[src/rtl/gpt_pkg.sv]
/*
  Shared constants and types of the four-timer block: prescale figures,
  clock source and mode codes, flag positions and the configuration carriers.
  Assumes a single system clock domain; every user is written gpt_pkg::name.
*/
// Function
// - Timers 0/1 clock: system, /12, /4, /48.
// - Timers 0/1 also: external oscillator /8, pin edges.
// - Timers 0/1 modes: 8-bit reload, 13-bit, 16-bit.
// - Four modes; split mode on timer 0 only.
// - Timer 0 split: two separate 8-bit counters.
// - Timers 2/3 clock: system, /12, oscillator /8.
// - Timers 2/3: 16-bit reload on overflow.
// - Timers 2/3 split: two reloading 8-bit halves.
// - Timer 2 captures on comparator or time-of-day.
// - Timer 3 captures on time-of-day or oscillator /8.
// - All timers: interval, periodic requests; pin event count on timers 0/1 only.
package gpt_pkg;

  // Prescale divisors and the last state of the shared prescaler.
  localparam int DIV_FAST = 4;
  localparam int DIV_MID = 12;
  localparam int DIV_SLOW = 48;
  localparam logic [5:0] PRESCALE_LAST = 6'(DIV_SLOW - 1);
  localparam logic [5:0] MID_LAST = 6'(DIV_MID - 1);
  localparam logic [1:0] FAST_LAST = 2'(DIV_FAST - 1);

  // The external oscillator is divided by eight before use.
  localparam logic [2:0] EXT_LAST = 3'h7;

  // Reset value of every counter and capture register.
  localparam logic [15:0] COUNT_RESET = 16'h0000;

  // Positions in the flag vector.
  localparam int FLAG_COUNT = 7;
  localparam int FLAG_T0 = 0;
  localparam int FLAG_T0_HIGH = 4;
  localparam int FLAG_T2_LOW = 5;

  // Count clock choices of timers 0 and 1.
  typedef enum logic [2:0] {
    SRC_SYSTEM = 3'h0, SRC_DIV12 = 3'h1, SRC_DIV4 = 3'h2,
    SRC_DIV48 = 3'h3, SRC_EXT8 = 3'h4, SRC_PIN = 3'h5
  } classic_src_type;

  // Operating modes of timers 0 and 1.
  typedef enum logic [1:0] {
    MODE_13BIT = 2'h0, MODE_16BIT = 2'h1, MODE_AUTO8 = 2'h2, MODE_SPLIT = 2'h3
  } classic_mode_type;

  // Count clock choices of timers 2 and 3.
  typedef enum logic [1:0] {
    RSRC_SYSTEM = 2'h0, RSRC_DIV12 = 2'h1, RSRC_EXT8 = 2'h2
  } reload_src_type;

  // Configuration of one of timers 0 and 1; load is a one-cycle strobe.
  typedef struct packed {
    logic run;
    logic run_high;
    classic_src_type src;
    classic_mode_type mode;
    logic load;
    logic [15:0] load_value;
  } classic_cfg_type;

  // Configuration of one of timers 2 and 3.
  typedef struct packed {
    logic run;
    reload_src_type src;
    logic split;
    logic load;
    logic [15:0] load_value;
    logic [15:0] reload;
    logic capture_enable;
    logic capture_alt;
  } reload_cfg_type;

endpackage

[src/rtl/timer_set.sv]
/*
  Four 16-bit counter/timers: two classic timers with four modes and two
  auto-reload timers with capture. Assumes all inputs are synchronous to
  mclk and that configuration strobes are single-cycle pulses.
*/
`timescale 1ns/1ps
module timer_set (
  input wire logic mclk,
  input wire logic resetn,
  input wire gpt_pkg::classic_cfg_type [1:0] classic_cfg,
  input wire gpt_pkg::reload_cfg_type [1:0] reload_cfg,
  input wire logic [1:0] event_pin,
  input wire logic external_oscillator_clock,
  input wire logic comparator_event,
  input wire logic time_of_day_event,
  input wire logic [6:0] flag_clear,
  input wire logic [6:0] irq_enable,
  output logic [3:0][15:0] count,
  output logic [1:0][15:0] capture,
  output logic [6:0] flag,
  output logic [6:0] irq
);

  // Shared prescaler and previous input levels for edge detection.
  logic [5:0] pre;
  logic [5:0] next_pre;
  logic [2:0] ext_cnt;
  logic [2:0] next_ext_cnt;
  logic ext_prev;
  logic [1:0] pin_prev;
  logic cmp_prev;
  logic tod_prev;

  // Prescaled ticks; each is high for one cycle per period.
  logic tick4;
  logic tick12;
  logic tick48;
  logic ext_rise;
  logic ext8;
  logic [1:0] pin_fall;
  logic cmp_rise;
  logic tod_rise;
  logic [3:0] tick; // Selected count tick per timer.
  logic [1:0] cap_event; // Selected capture event per reload timer.

  // Next values of the timer state.
  logic [3:0][15:0] next_count;
  logic [1:0][15:0] next_capture;
  logic [6:0] next_flag;

  // One counter serves all three divisors, so their ticks stay aligned.
  always_comb begin
    next_pre = (pre == gpt_pkg::PRESCALE_LAST) ? 6'h00 : pre + 6'h01;
    next_ext_cnt = ext_rise ? ext_cnt + 3'h1 : ext_cnt;
  end

  assign tick4 = (pre[1:0] == gpt_pkg::FAST_LAST);
  assign tick12 = ((pre % 6'(gpt_pkg::DIV_MID)) == gpt_pkg::MID_LAST);
  assign tick48 = (pre == gpt_pkg::PRESCALE_LAST);
  assign ext_rise = external_oscillator_clock & ~ext_prev;
  assign ext8 = ext_rise & (ext_cnt == gpt_pkg::EXT_LAST);
  // Falling edges count as external events, as classic counters do.
  assign pin_fall = pin_prev & ~event_pin;
  assign cmp_rise = comparator_event & ~cmp_prev;
  assign tod_rise = time_of_day_event & ~tod_prev;

  // Prescaler and edge history registers.
  always_ff @(posedge mclk or negedge resetn) begin
    if (!resetn) begin
      pre <= 6'h00;
      ext_cnt <= 3'h0;
      ext_prev <= 1'b0;
      pin_prev <= 2'h0;
      cmp_prev <= 1'b0;
      tod_prev <= 1'b0;
    end else begin
      pre <= next_pre;
      ext_cnt <= next_ext_cnt;
      ext_prev <= external_oscillator_clock;
      pin_prev <= event_pin;
      cmp_prev <= comparator_event;
      tod_prev <= time_of_day_event;
    end
  end

  // Clock source and capture source selection.
  always_comb begin
    for (int i = 0; i < 2; i++) begin
      case (classic_cfg[i].src)
        gpt_pkg::SRC_SYSTEM: tick[i] = 1'b1;
        gpt_pkg::SRC_DIV12: tick[i] = tick12;
        gpt_pkg::SRC_DIV4: tick[i] = tick4;
        gpt_pkg::SRC_DIV48: tick[i] = tick48;
        gpt_pkg::SRC_EXT8: tick[i] = ext8;
        gpt_pkg::SRC_PIN: tick[i] = pin_fall[i];
        default: tick[i] = 1'b0;
      endcase
      case (reload_cfg[i].src)
        gpt_pkg::RSRC_SYSTEM: tick[i + 2] = 1'b1;
        gpt_pkg::RSRC_DIV12: tick[i + 2] = tick12;
        gpt_pkg::RSRC_EXT8: tick[i + 2] = ext8;
        default: tick[i + 2] = 1'b0;
      endcase
    end
    cap_event[0] = reload_cfg[0].capture_alt ? tod_rise : cmp_rise;
    cap_event[1] = reload_cfg[1].capture_alt ? ext8 : tod_rise;
  end

  // Counting, reloading, capture and flag setting. Flags are cleared first and
  // set afterwards, so an overflow in the clearing cycle is kept. A load strobe
  // wins over a tick in the same cycle.
  always_comb begin
    next_count = count;
    next_capture = capture;
    next_flag = flag & ~flag_clear;
    for (int i = 0; i < 2; i++) begin
      if (classic_cfg[i].load) begin
        next_count[i] = classic_cfg[i].load_value;
      end else if (classic_cfg[i].run && tick[i]) begin
        case (classic_cfg[i].mode)
          gpt_pkg::MODE_13BIT: begin
            // Upper three bits stay zero; 13 bits wrap at 0x1fff.
            next_count[i] = {3'h0, count[i][12:0] + 13'h0001};
            if (count[i][12:0] == 13'h1fff) begin
              next_flag[i] = 1'b1;
            end
          end
          gpt_pkg::MODE_16BIT: begin
            next_count[i] = count[i] + 16'h0001;
            if (count[i] == 16'hffff) begin
              next_flag[i] = 1'b1;
            end
          end
          gpt_pkg::MODE_AUTO8: begin
            if (count[i][7:0] == 8'hff) begin
              next_count[i][7:0] = count[i][15:8];
              next_flag[i] = 1'b1;
            end else begin
              next_count[i][7:0] = count[i][7:0] + 8'h01;
            end
          end
          gpt_pkg::MODE_SPLIT: begin
            // Timer 1 has no split mode and simply holds here.
            if (i == 0) begin
              next_count[0][7:0] = count[0][7:0] + 8'h01;
              if (count[0][7:0] == 8'hff) begin
                next_flag[gpt_pkg::FLAG_T0] = 1'b1;
              end
            end
          end
          default: next_count[i] = count[i];
        endcase
      end
    end
    // Timer 0 high half runs on its own enable when split.
    if (!classic_cfg[0].load && classic_cfg[0].mode == gpt_pkg::MODE_SPLIT &&
        classic_cfg[0].run_high && tick[0]) begin
      next_count[0][15:8] = count[0][15:8] + 8'h01;
      if (count[0][15:8] == 8'hff) begin
        next_flag[gpt_pkg::FLAG_T0_HIGH] = 1'b1;
      end
    end
    for (int j = 0; j < 2; j++) begin
      next_count[j + 2] = count[j + 2];
      if (reload_cfg[j].load) begin
        next_count[j + 2] = reload_cfg[j].load_value;
      end else if (reload_cfg[j].run && tick[j + 2]) begin
        if (reload_cfg[j].split) begin
          next_count[j + 2][7:0] = (count[j + 2][7:0] == 8'hff) ?
            reload_cfg[j].reload[7:0] : count[j + 2][7:0] + 8'h01;
          next_count[j + 2][15:8] = (count[j + 2][15:8] == 8'hff) ?
            reload_cfg[j].reload[15:8] : count[j + 2][15:8] + 8'h01;
          if (count[j + 2][7:0] == 8'hff) begin
            next_flag[gpt_pkg::FLAG_T2_LOW + j] = 1'b1;
          end
          if (count[j + 2][15:8] == 8'hff) begin
            next_flag[j + 2] = 1'b1;
          end
        end else if (count[j + 2] == 16'hffff) begin
          next_count[j + 2] = reload_cfg[j].reload;
          next_flag[j + 2] = 1'b1;
        end else begin
          next_count[j + 2] = count[j + 2] + 16'h0001;
        end
      end
      // Capture samples the count before this cycle's increment.
      if (reload_cfg[j].capture_enable && cap_event[j]) begin
        next_capture[j] = count[j + 2];
      end
    end
  end

  // Timer state registers.
  always_ff @(posedge mclk or negedge resetn) begin
    if (!resetn) begin
      count <= {4{gpt_pkg::COUNT_RESET}};
      capture <= {2{gpt_pkg::COUNT_RESET}};
      flag <= 7'h00;
    end else begin
      count <= next_count;
      capture <= next_capture;
      flag <= next_flag;
    end
  end

  // Requests follow the sticky flags through their enables.
  assign irq = flag & irq_enable;

  // The three prescaled ticks recur at exactly their divisors.
  div4_period_a: assert property (@(posedge mclk) disable iff (!resetn)
    tick4 |=> !tick4 [*3] ##1 tick4) else $error("divide-by-4 tick period wrong");
  div12_period_a: assert property (@(posedge mclk) disable iff (!resetn)
    tick12 |-> ##12 tick12) else $error("divide-by-12 tick period wrong");
  div48_period_a: assert property (@(posedge mclk) disable iff (!resetn)
    tick48 |=> !tick48 [*8] ##40 tick48) else $error("divide-by-48 tick period wrong");
  ext_divide_a: assert property (@(posedge mclk) disable iff (!resetn)
    ext8 |=> ext_cnt == 3'h0) else $error("oscillator divider did not wrap");

  // Classic timer wraps and reloads.
  wrap16_flag_a: assert property (@(posedge mclk) disable iff (!resetn)
    classic_cfg[0].run && !classic_cfg[0].load && tick[0] &&
    classic_cfg[0].mode == gpt_pkg::MODE_16BIT && count[0] == 16'hffff
    |=> count[0] == 16'h0000 && flag[0]) else $error("16-bit wrap wrong");
  wrap13_count_a: assert property (@(posedge mclk) disable iff (!resetn)
    classic_cfg[1].run && !classic_cfg[1].load && tick[1] &&
    classic_cfg[1].mode == gpt_pkg::MODE_13BIT && count[1][12:0] == 13'h1fff
    |=> count[1] == 16'h0000 && flag[1]) else $error("13-bit wrap wrong");
  auto8_reload_a: assert property (@(posedge mclk) disable iff (!resetn)
    classic_cfg[1].run && !classic_cfg[1].load && tick[1] &&
    classic_cfg[1].mode == gpt_pkg::MODE_AUTO8 && count[1][7:0] == 8'hff
    |=> count[1][7:0] == $past(count[1][15:8])) else $error("8-bit reload wrong");
  split_high_a: assert property (@(posedge mclk) disable iff (!resetn)
    classic_cfg[0].mode == gpt_pkg::MODE_SPLIT && classic_cfg[0].run_high &&
    !classic_cfg[0].load && tick[0] && count[0][15:8] == 8'hff
    |=> flag[gpt_pkg::FLAG_T0_HIGH]) else $error("split high overflow lost");
  t1_split_hold_a: assert property (@(posedge mclk) disable iff (!resetn)
    classic_cfg[1].mode == gpt_pkg::MODE_SPLIT && !classic_cfg[1].load
    |=> count[1] == $past(count[1])) else $error("timer 1 moved in split mode");

  // Reload timers, capture and flags.
  reload16_a: assert property (@(posedge mclk) disable iff (!resetn)
    reload_cfg[0].run && !reload_cfg[0].load && !reload_cfg[0].split &&
    tick[2] && count[2] == 16'hffff
    |=> count[2] == $past(reload_cfg[0].reload) && flag[2]) else $error("reload wrong");
  capture_take_a: assert property (@(posedge mclk) disable iff (!resetn)
    reload_cfg[0].capture_enable && cap_event[0]
    |=> capture[0] == $past(count[2])) else $error("capture value wrong");
  flag_sticky_a: assert property (@(posedge mclk) disable iff (!resetn)
    flag[3] && !flag_clear[3] |=> flag[3]) else $error("flag dropped without clear");

endmodule

[config.mk]
export PLATFORM = sky130hd
export DESIGN_NAME = timer_set
export DESIGN_NICKNAME = d
export VERILOG_FILES = /design/src/rtl/gpt_pkg.sv /design/src/rtl/timer_set.sv
export SDC_FILE = /design/constraint.sdc
export NUM_CORES = 1
export LEC_CHECK = 0
export BUFFER_PORTS_ARGS = -buffer_cell sky130_fd_sc_hd__buf_2
export CORE_MARGIN = 2
export CORE_UTILIZATION = 48
export DETAILED_ROUTE_END_ITERATION = 10
export PLACE_DENSITY = 0.77
export SYNTH_ARGS = -nofsm -noshare
export SYNTH_HDL_FRONTEND = slang
export SYNTH_SLANG_ARGS = --single-unit
[constraint.sdc]
create_clock -name mclk -period 2.7 [get_ports mclk]
set_input_delay 0.405 -clock mclk [delete_from_list [all_inputs] [get_ports mclk]]
set_output_delay 0.405 -clock mclk [all_outputs]
set_load 0.02 [all_outputs]
==> key figures <==
Timing
  • Worst clock skew: 10.2 ps
  • Pins over their slew limit: 0
  • Setup TNS after final layout: 0 ps
  • Final worst-path cycle share: 92.7%
  • Normalized max-slew margin: 44.7%
  • Least-Margin Pin Slew: 830 ps
  • Number of hold violations in the final report: 0
  • Number of setup violations in the final report: 0
  • Fmax achieved: 399 MHz
  • Minimum period implied by the final worst setup slack: 2500 ps
  • Setup repair after global routing missed its margin: false

Pwr
  • Logic pwr share: 25.2%
  • Maximum VDD drop: 534 uV
  • Total leakage power: 4.47 nW
  • Share of power burned in registers: 37.6%
  • Power per standard cell area: 647 nW/um^2
  • Internal power of the cells: 0.00423 W
  • Clk pwr share: 37.2%
  • Switching share of power: 32.2%
  • Switching power total: 0.00201 W

Synthesis
  • Mapped Nets: 993
  • Seq cells post-synth: 117
  • Synthesized netlist cell count: 830
  • Number of enable-type register cells in the synthesized netlist: 0
  • Dominant synthesized flop cell: sky130_fd_sc_hd__dfrtp_1
  • Netlist area before placement: 7540 sq um
  • Synthesis Warnings: 0
  • Proportion of synthesized chip area in sequential cells: 38.8%
  • Netlist cell types: 76
  • Fraction of registers with async set or reset after synthesis: 100%
  • Mean Syn Cell Area: 9.08 sq um

Clock network
  • Total setup buffers inserted after CTS: 0
  • Clock latency of the later-clocked register in the worst-skew pair: 420 ps
  • Number of clock sinks: 117
  • Clock input transition at the sequential cells of the worst setup and hold paths: 50 ps
  • Clock tree buffer depth: 2
  • Cts hold-fix bufs: 0
  • Cells resized by post-CTS repair: 0
  • Clock Root Buffer: sky130_fd_sc_hd__clkbuf_16
  • Number of buffers created by CTS: 17
  • Total number of H-tree levels: 4
  • CTS tree: yes

Job
  • Maximum capacitance violations: 0

Worst setup path
  • Crit path arrival time: 2800 ps
  • Class of the most critical setup path: register to register
  • Max FO, Critical Path: 13
  • Worst Reg2Reg Path Length in Cells: 9
  • Reg-to-reg critical path endpoint: flag[0]
  • Ordered list of cells on the worst path: ha_1 > ha_1 > nand3b_1 > o21a_1 > o21ai_1 > and4_1 > buf_4 > o21ai_1 > o32ai_1
  • Critical Path End Type: register
  • Critical R2R Launch: ext_cnt[0]
  • Slowest stage cell on the critical path: sky130_fd_sc_hd__dfrtp_1
  • Register-to-register setup slack: 200 ps
  • WP data required: 2990 ps
  • Largest stage delay on the critical path: 370 ps
  • Worst setup path endpoint: flag[0]
  • Launch point of the worst path: ext_cnt[0]
  • Kind of launch point of the worst setup path: register

Drt
  • Via density per instance: 5.71
  • Total wire length after detailed routing: 21200 um
  • DRC marker count from the first detailed-route iteration: 479
  • DRC violation count after routing: 0
  • Routed Antenna Nets: 0
  • Number of search-and-repair iterations in the first detailed-routing pass: 5
  • Via total after detailed routing: 7451
  • Drt wl/cell: 16.3 um

Floorplan
  • Height of the chip: 129 um
  • Starting density of the core: 49.4%
  • Die width: 129 um
  • I/O pin cnt: 257
  • Number of placement rows: 45
  • CORE AREA: 15300 sq um
  • Die area: 16700 sq um

Finish
  • N_diodes: 0
  • Layout overhead on the synthesized area: 27.8%
  • Layout Nets: 1243
  • Share of post-route cells with drive strength above 1: 33.1%
  • Non-Filler Instances: 1304

Placed design
  • Number of I/O port buffers: 255
  • Detailed-placement wirelength estimate: 15500 um
  • GP Congestion: 0.870
  • Number of placed instances, taps included: 1272

Status
  • Status: finished, final reports clean

Global route
  • Number of global-route vias before repair: 6767
  • Aggregate global-route resource usage: 25.0%
  • Initial antenna violation count: 0
  • Grt total ovfl: 0
  • Maximum number of pins on one net before global-route repair: 62
  • Wire length of the first global-routing pass: 33300 um

Worst hold path
  • Worst min path class: input pin to asynchronous set/reset pin
[cell usage in the layout (no fill, tap or decap), types with 12 or more instances in the layout]
cell	instances
sky130_fd_sc_hd__xnor2_1	14
sky130_fd_sc_hd__o21ai_1	12
sky130_fd_sc_hd__nand4_1	15
sky130_fd_sc_hd__mux2_2	37
sky130_fd_sc_hd__mux2i_1	17
sky130_fd_sc_hd__o21ai_0	43
sky130_fd_sc_hd__buf_4	19
sky130_fd_sc_hd__nor2_1	48
sky130_fd_sc_hd__nand2_1	99
sky130_fd_sc_hd__nor2b_1	19
sky130_fd_sc_hd__xor2_1	17
sky130_fd_sc_hd__clkbuf_16	17
sky130_fd_sc_hd__o31ai_1	22
sky130_fd_sc_hd__and3_1	16
sky130_fd_sc_hd__dfrtp_1	117
sky130_fd_sc_hd__and2_1	13
sky130_fd_sc_hd__buf_2	254
sky130_fd_sc_hd__nor3_1	20
sky130_fd_sc_hd__ha_1	16
sky130_fd_sc_hd__inv_1	27
sky130_fd_sc_hd__a21oi_1	24
sky130_fd_sc_hd__nand3_1	41
[flip-flops by register name (all words and copies together) (netlist names)]
signal,cells
cmp_prev,1
count,64
flag,7
capture,32
ext_cnt,3
tod_prev,1
pin_prev,2
ext_prev,1
pre,6
[metrics by stage]
step                      hold WS [ps]  utilization (%)  area (sq um)  total power [W]  setup slack [ps]
after floorplan                    109                -          7540          0.00330               417
after global placement             461             59.2          9030          0.00390               339
after global routing              90.0             63.1          9640          0.00654              35.7
after detailed placement           468             59.2          9030          0.00394               269
after CTS                         89.0             63.1          9640          0.00629               227
final                             67.3             63.1          9640          0.00624               196
[critical path: cells and delay by family, from the launching register on]
| kind | cells | cell delay [ps] |
|---|---|---|
| AO/OA/AOI/OAI | 4 | 1010 |
| AND/OR/NAND/NOR | 2 | 500 |
| flip-flops | 1 | 370 |
| adder cells (fa/ha/maj) | 2 | 320 |
| buffers and inverters | 1 | 200 |
[area by class of cell]
type	count	area, sq um
flip-flops and latches	117	2930
inverters	27	101
clock buffers	23	478
fillers	1366	5620
repair buffers	274	1430
well taps	211	264
clock inverters	9	125
multi-input cells	643	4310
[synth_stat cells, types with 7 or more instances]
cell type,n,share of area [%]
sky130_fd_sc_hd__and4_1,8,0.93
sky130_fd_sc_hd__ha_1,16,2.7
sky130_fd_sc_hd__a221oi_1,10,1.2
sky130_fd_sc_hd__xor2_1,17,2.0
sky130_fd_sc_hd__nand3_1,41,2.7
sky130_fd_sc_hd__nor2b_1,19,1.6
sky130_fd_sc_hd__o21ai_1,12,0.80
sky130_fd_sc_hd__mux2_2,37,5.5
sky130_fd_sc_hd__o21ai_0,43,2.9
sky130_fd_sc_hd__inv_1,27,1.3
sky130_fd_sc_hd__clkbuf_1,27,1.3
sky130_fd_sc_hd__nor2_1,48,2.4
sky130_fd_sc_hd__buf_2,9,0.60
sky130_fd_sc_hd__a211oi_1,10,1.0
sky130_fd_sc_hd__and3_1,16,1.3
sky130_fd_sc_hd__mux2i_1,17,2.3
sky130_fd_sc_hd__o31ai_1,22,2.2
sky130_fd_sc_hd__nand4_1,15,1.2
sky130_fd_sc_hd__a31oi_1,10,0.83
sky130_fd_sc_hd__dfrtp_1,117,39
sky130_fd_sc_hd__a21oi_1,24,1.6
sky130_fd_sc_hd__nor3_1,20,1.3
sky130_fd_sc_hd__a41oi_1,7,0.81
sky130_fd_sc_hd__o211ai_1,9,0.90
sky130_fd_sc_hd__and2_1,13,1.1
sky130_fd_sc_hd__nand2b_1,9,0.75
sky130_fd_sc_hd__nand3b_1,7,0.70
sky130_fd_sc_hd__xnor2_1,14,1.6
sky130_fd_sc_hd__o21a_1,8,0.80
sky130_fd_sc_hd__nand2_1,99,4.9
[cell families (layout without fill, tap and decap cells)]
group	Yosys count	in the layout	synth area share, %
adder cells (fa/ha/maj)	16	16	2.66
AND/OR/NAND/NOR	326	326	22.4
flip-flops	117	117	38.8
buffers and inverters	70	333	4.03
XOR/XNOR	31	31	3.60
AO/OA/AOI/OAI	215	215	20.5
multiplexers	55	55	7.98
[routing by layer]
metal | vias to the layer above | global-route usage, % | share of wire (%)
li1 | 3588 | - | -
met1 | 3520 | 32.8 | 44
met2 | 310 | 40.9 | 47
met3 | 33 | 6.19 | 7.4
met4 | 0 | 7.74 | 1.8
met5 | - | 0 | 0
[power by group through the flow]
stage / clock network (W) / logic [W] / registers (W)
3_3_place_gp: 0 / 0.00155 / 0.00235
3_5_place_dp: 0 / 0.00158 / 0.00237
4_1_cts: 0.00236 / 0.00158 / 0.00234
2_1_floorplan: 0 / 0.000663 / 0.00264
6_report: 0.00232 / 0.00157 / 0.00235
5_1_grt: 0.00243 / 0.00172 / 0.00239
[how the worst min path moves through the flow]
| stage | from | to | slack, ps | depth (start not counted) |
|---|---|---|---|---|
| 5_1_grt | event_pin[0] | pin_prev[0] | 90 | 1 |
| 6_report | resetn | count[23] | 70 | 1 |
| 3_5_place_dp | capture[6] | capture[6] | 470 | 2 |
| 3_3_place_gp | ext_cnt[0] | ext_cnt[0] | 460 | 1 |
| 4_1_cts | event_pin[0] | pin_prev[0] | 90 | 1 |
| 2_1_floorplan | resetn | capture[0] | 110 | 0 |
No activity file was read; power rests on OpenSTA's default activity.
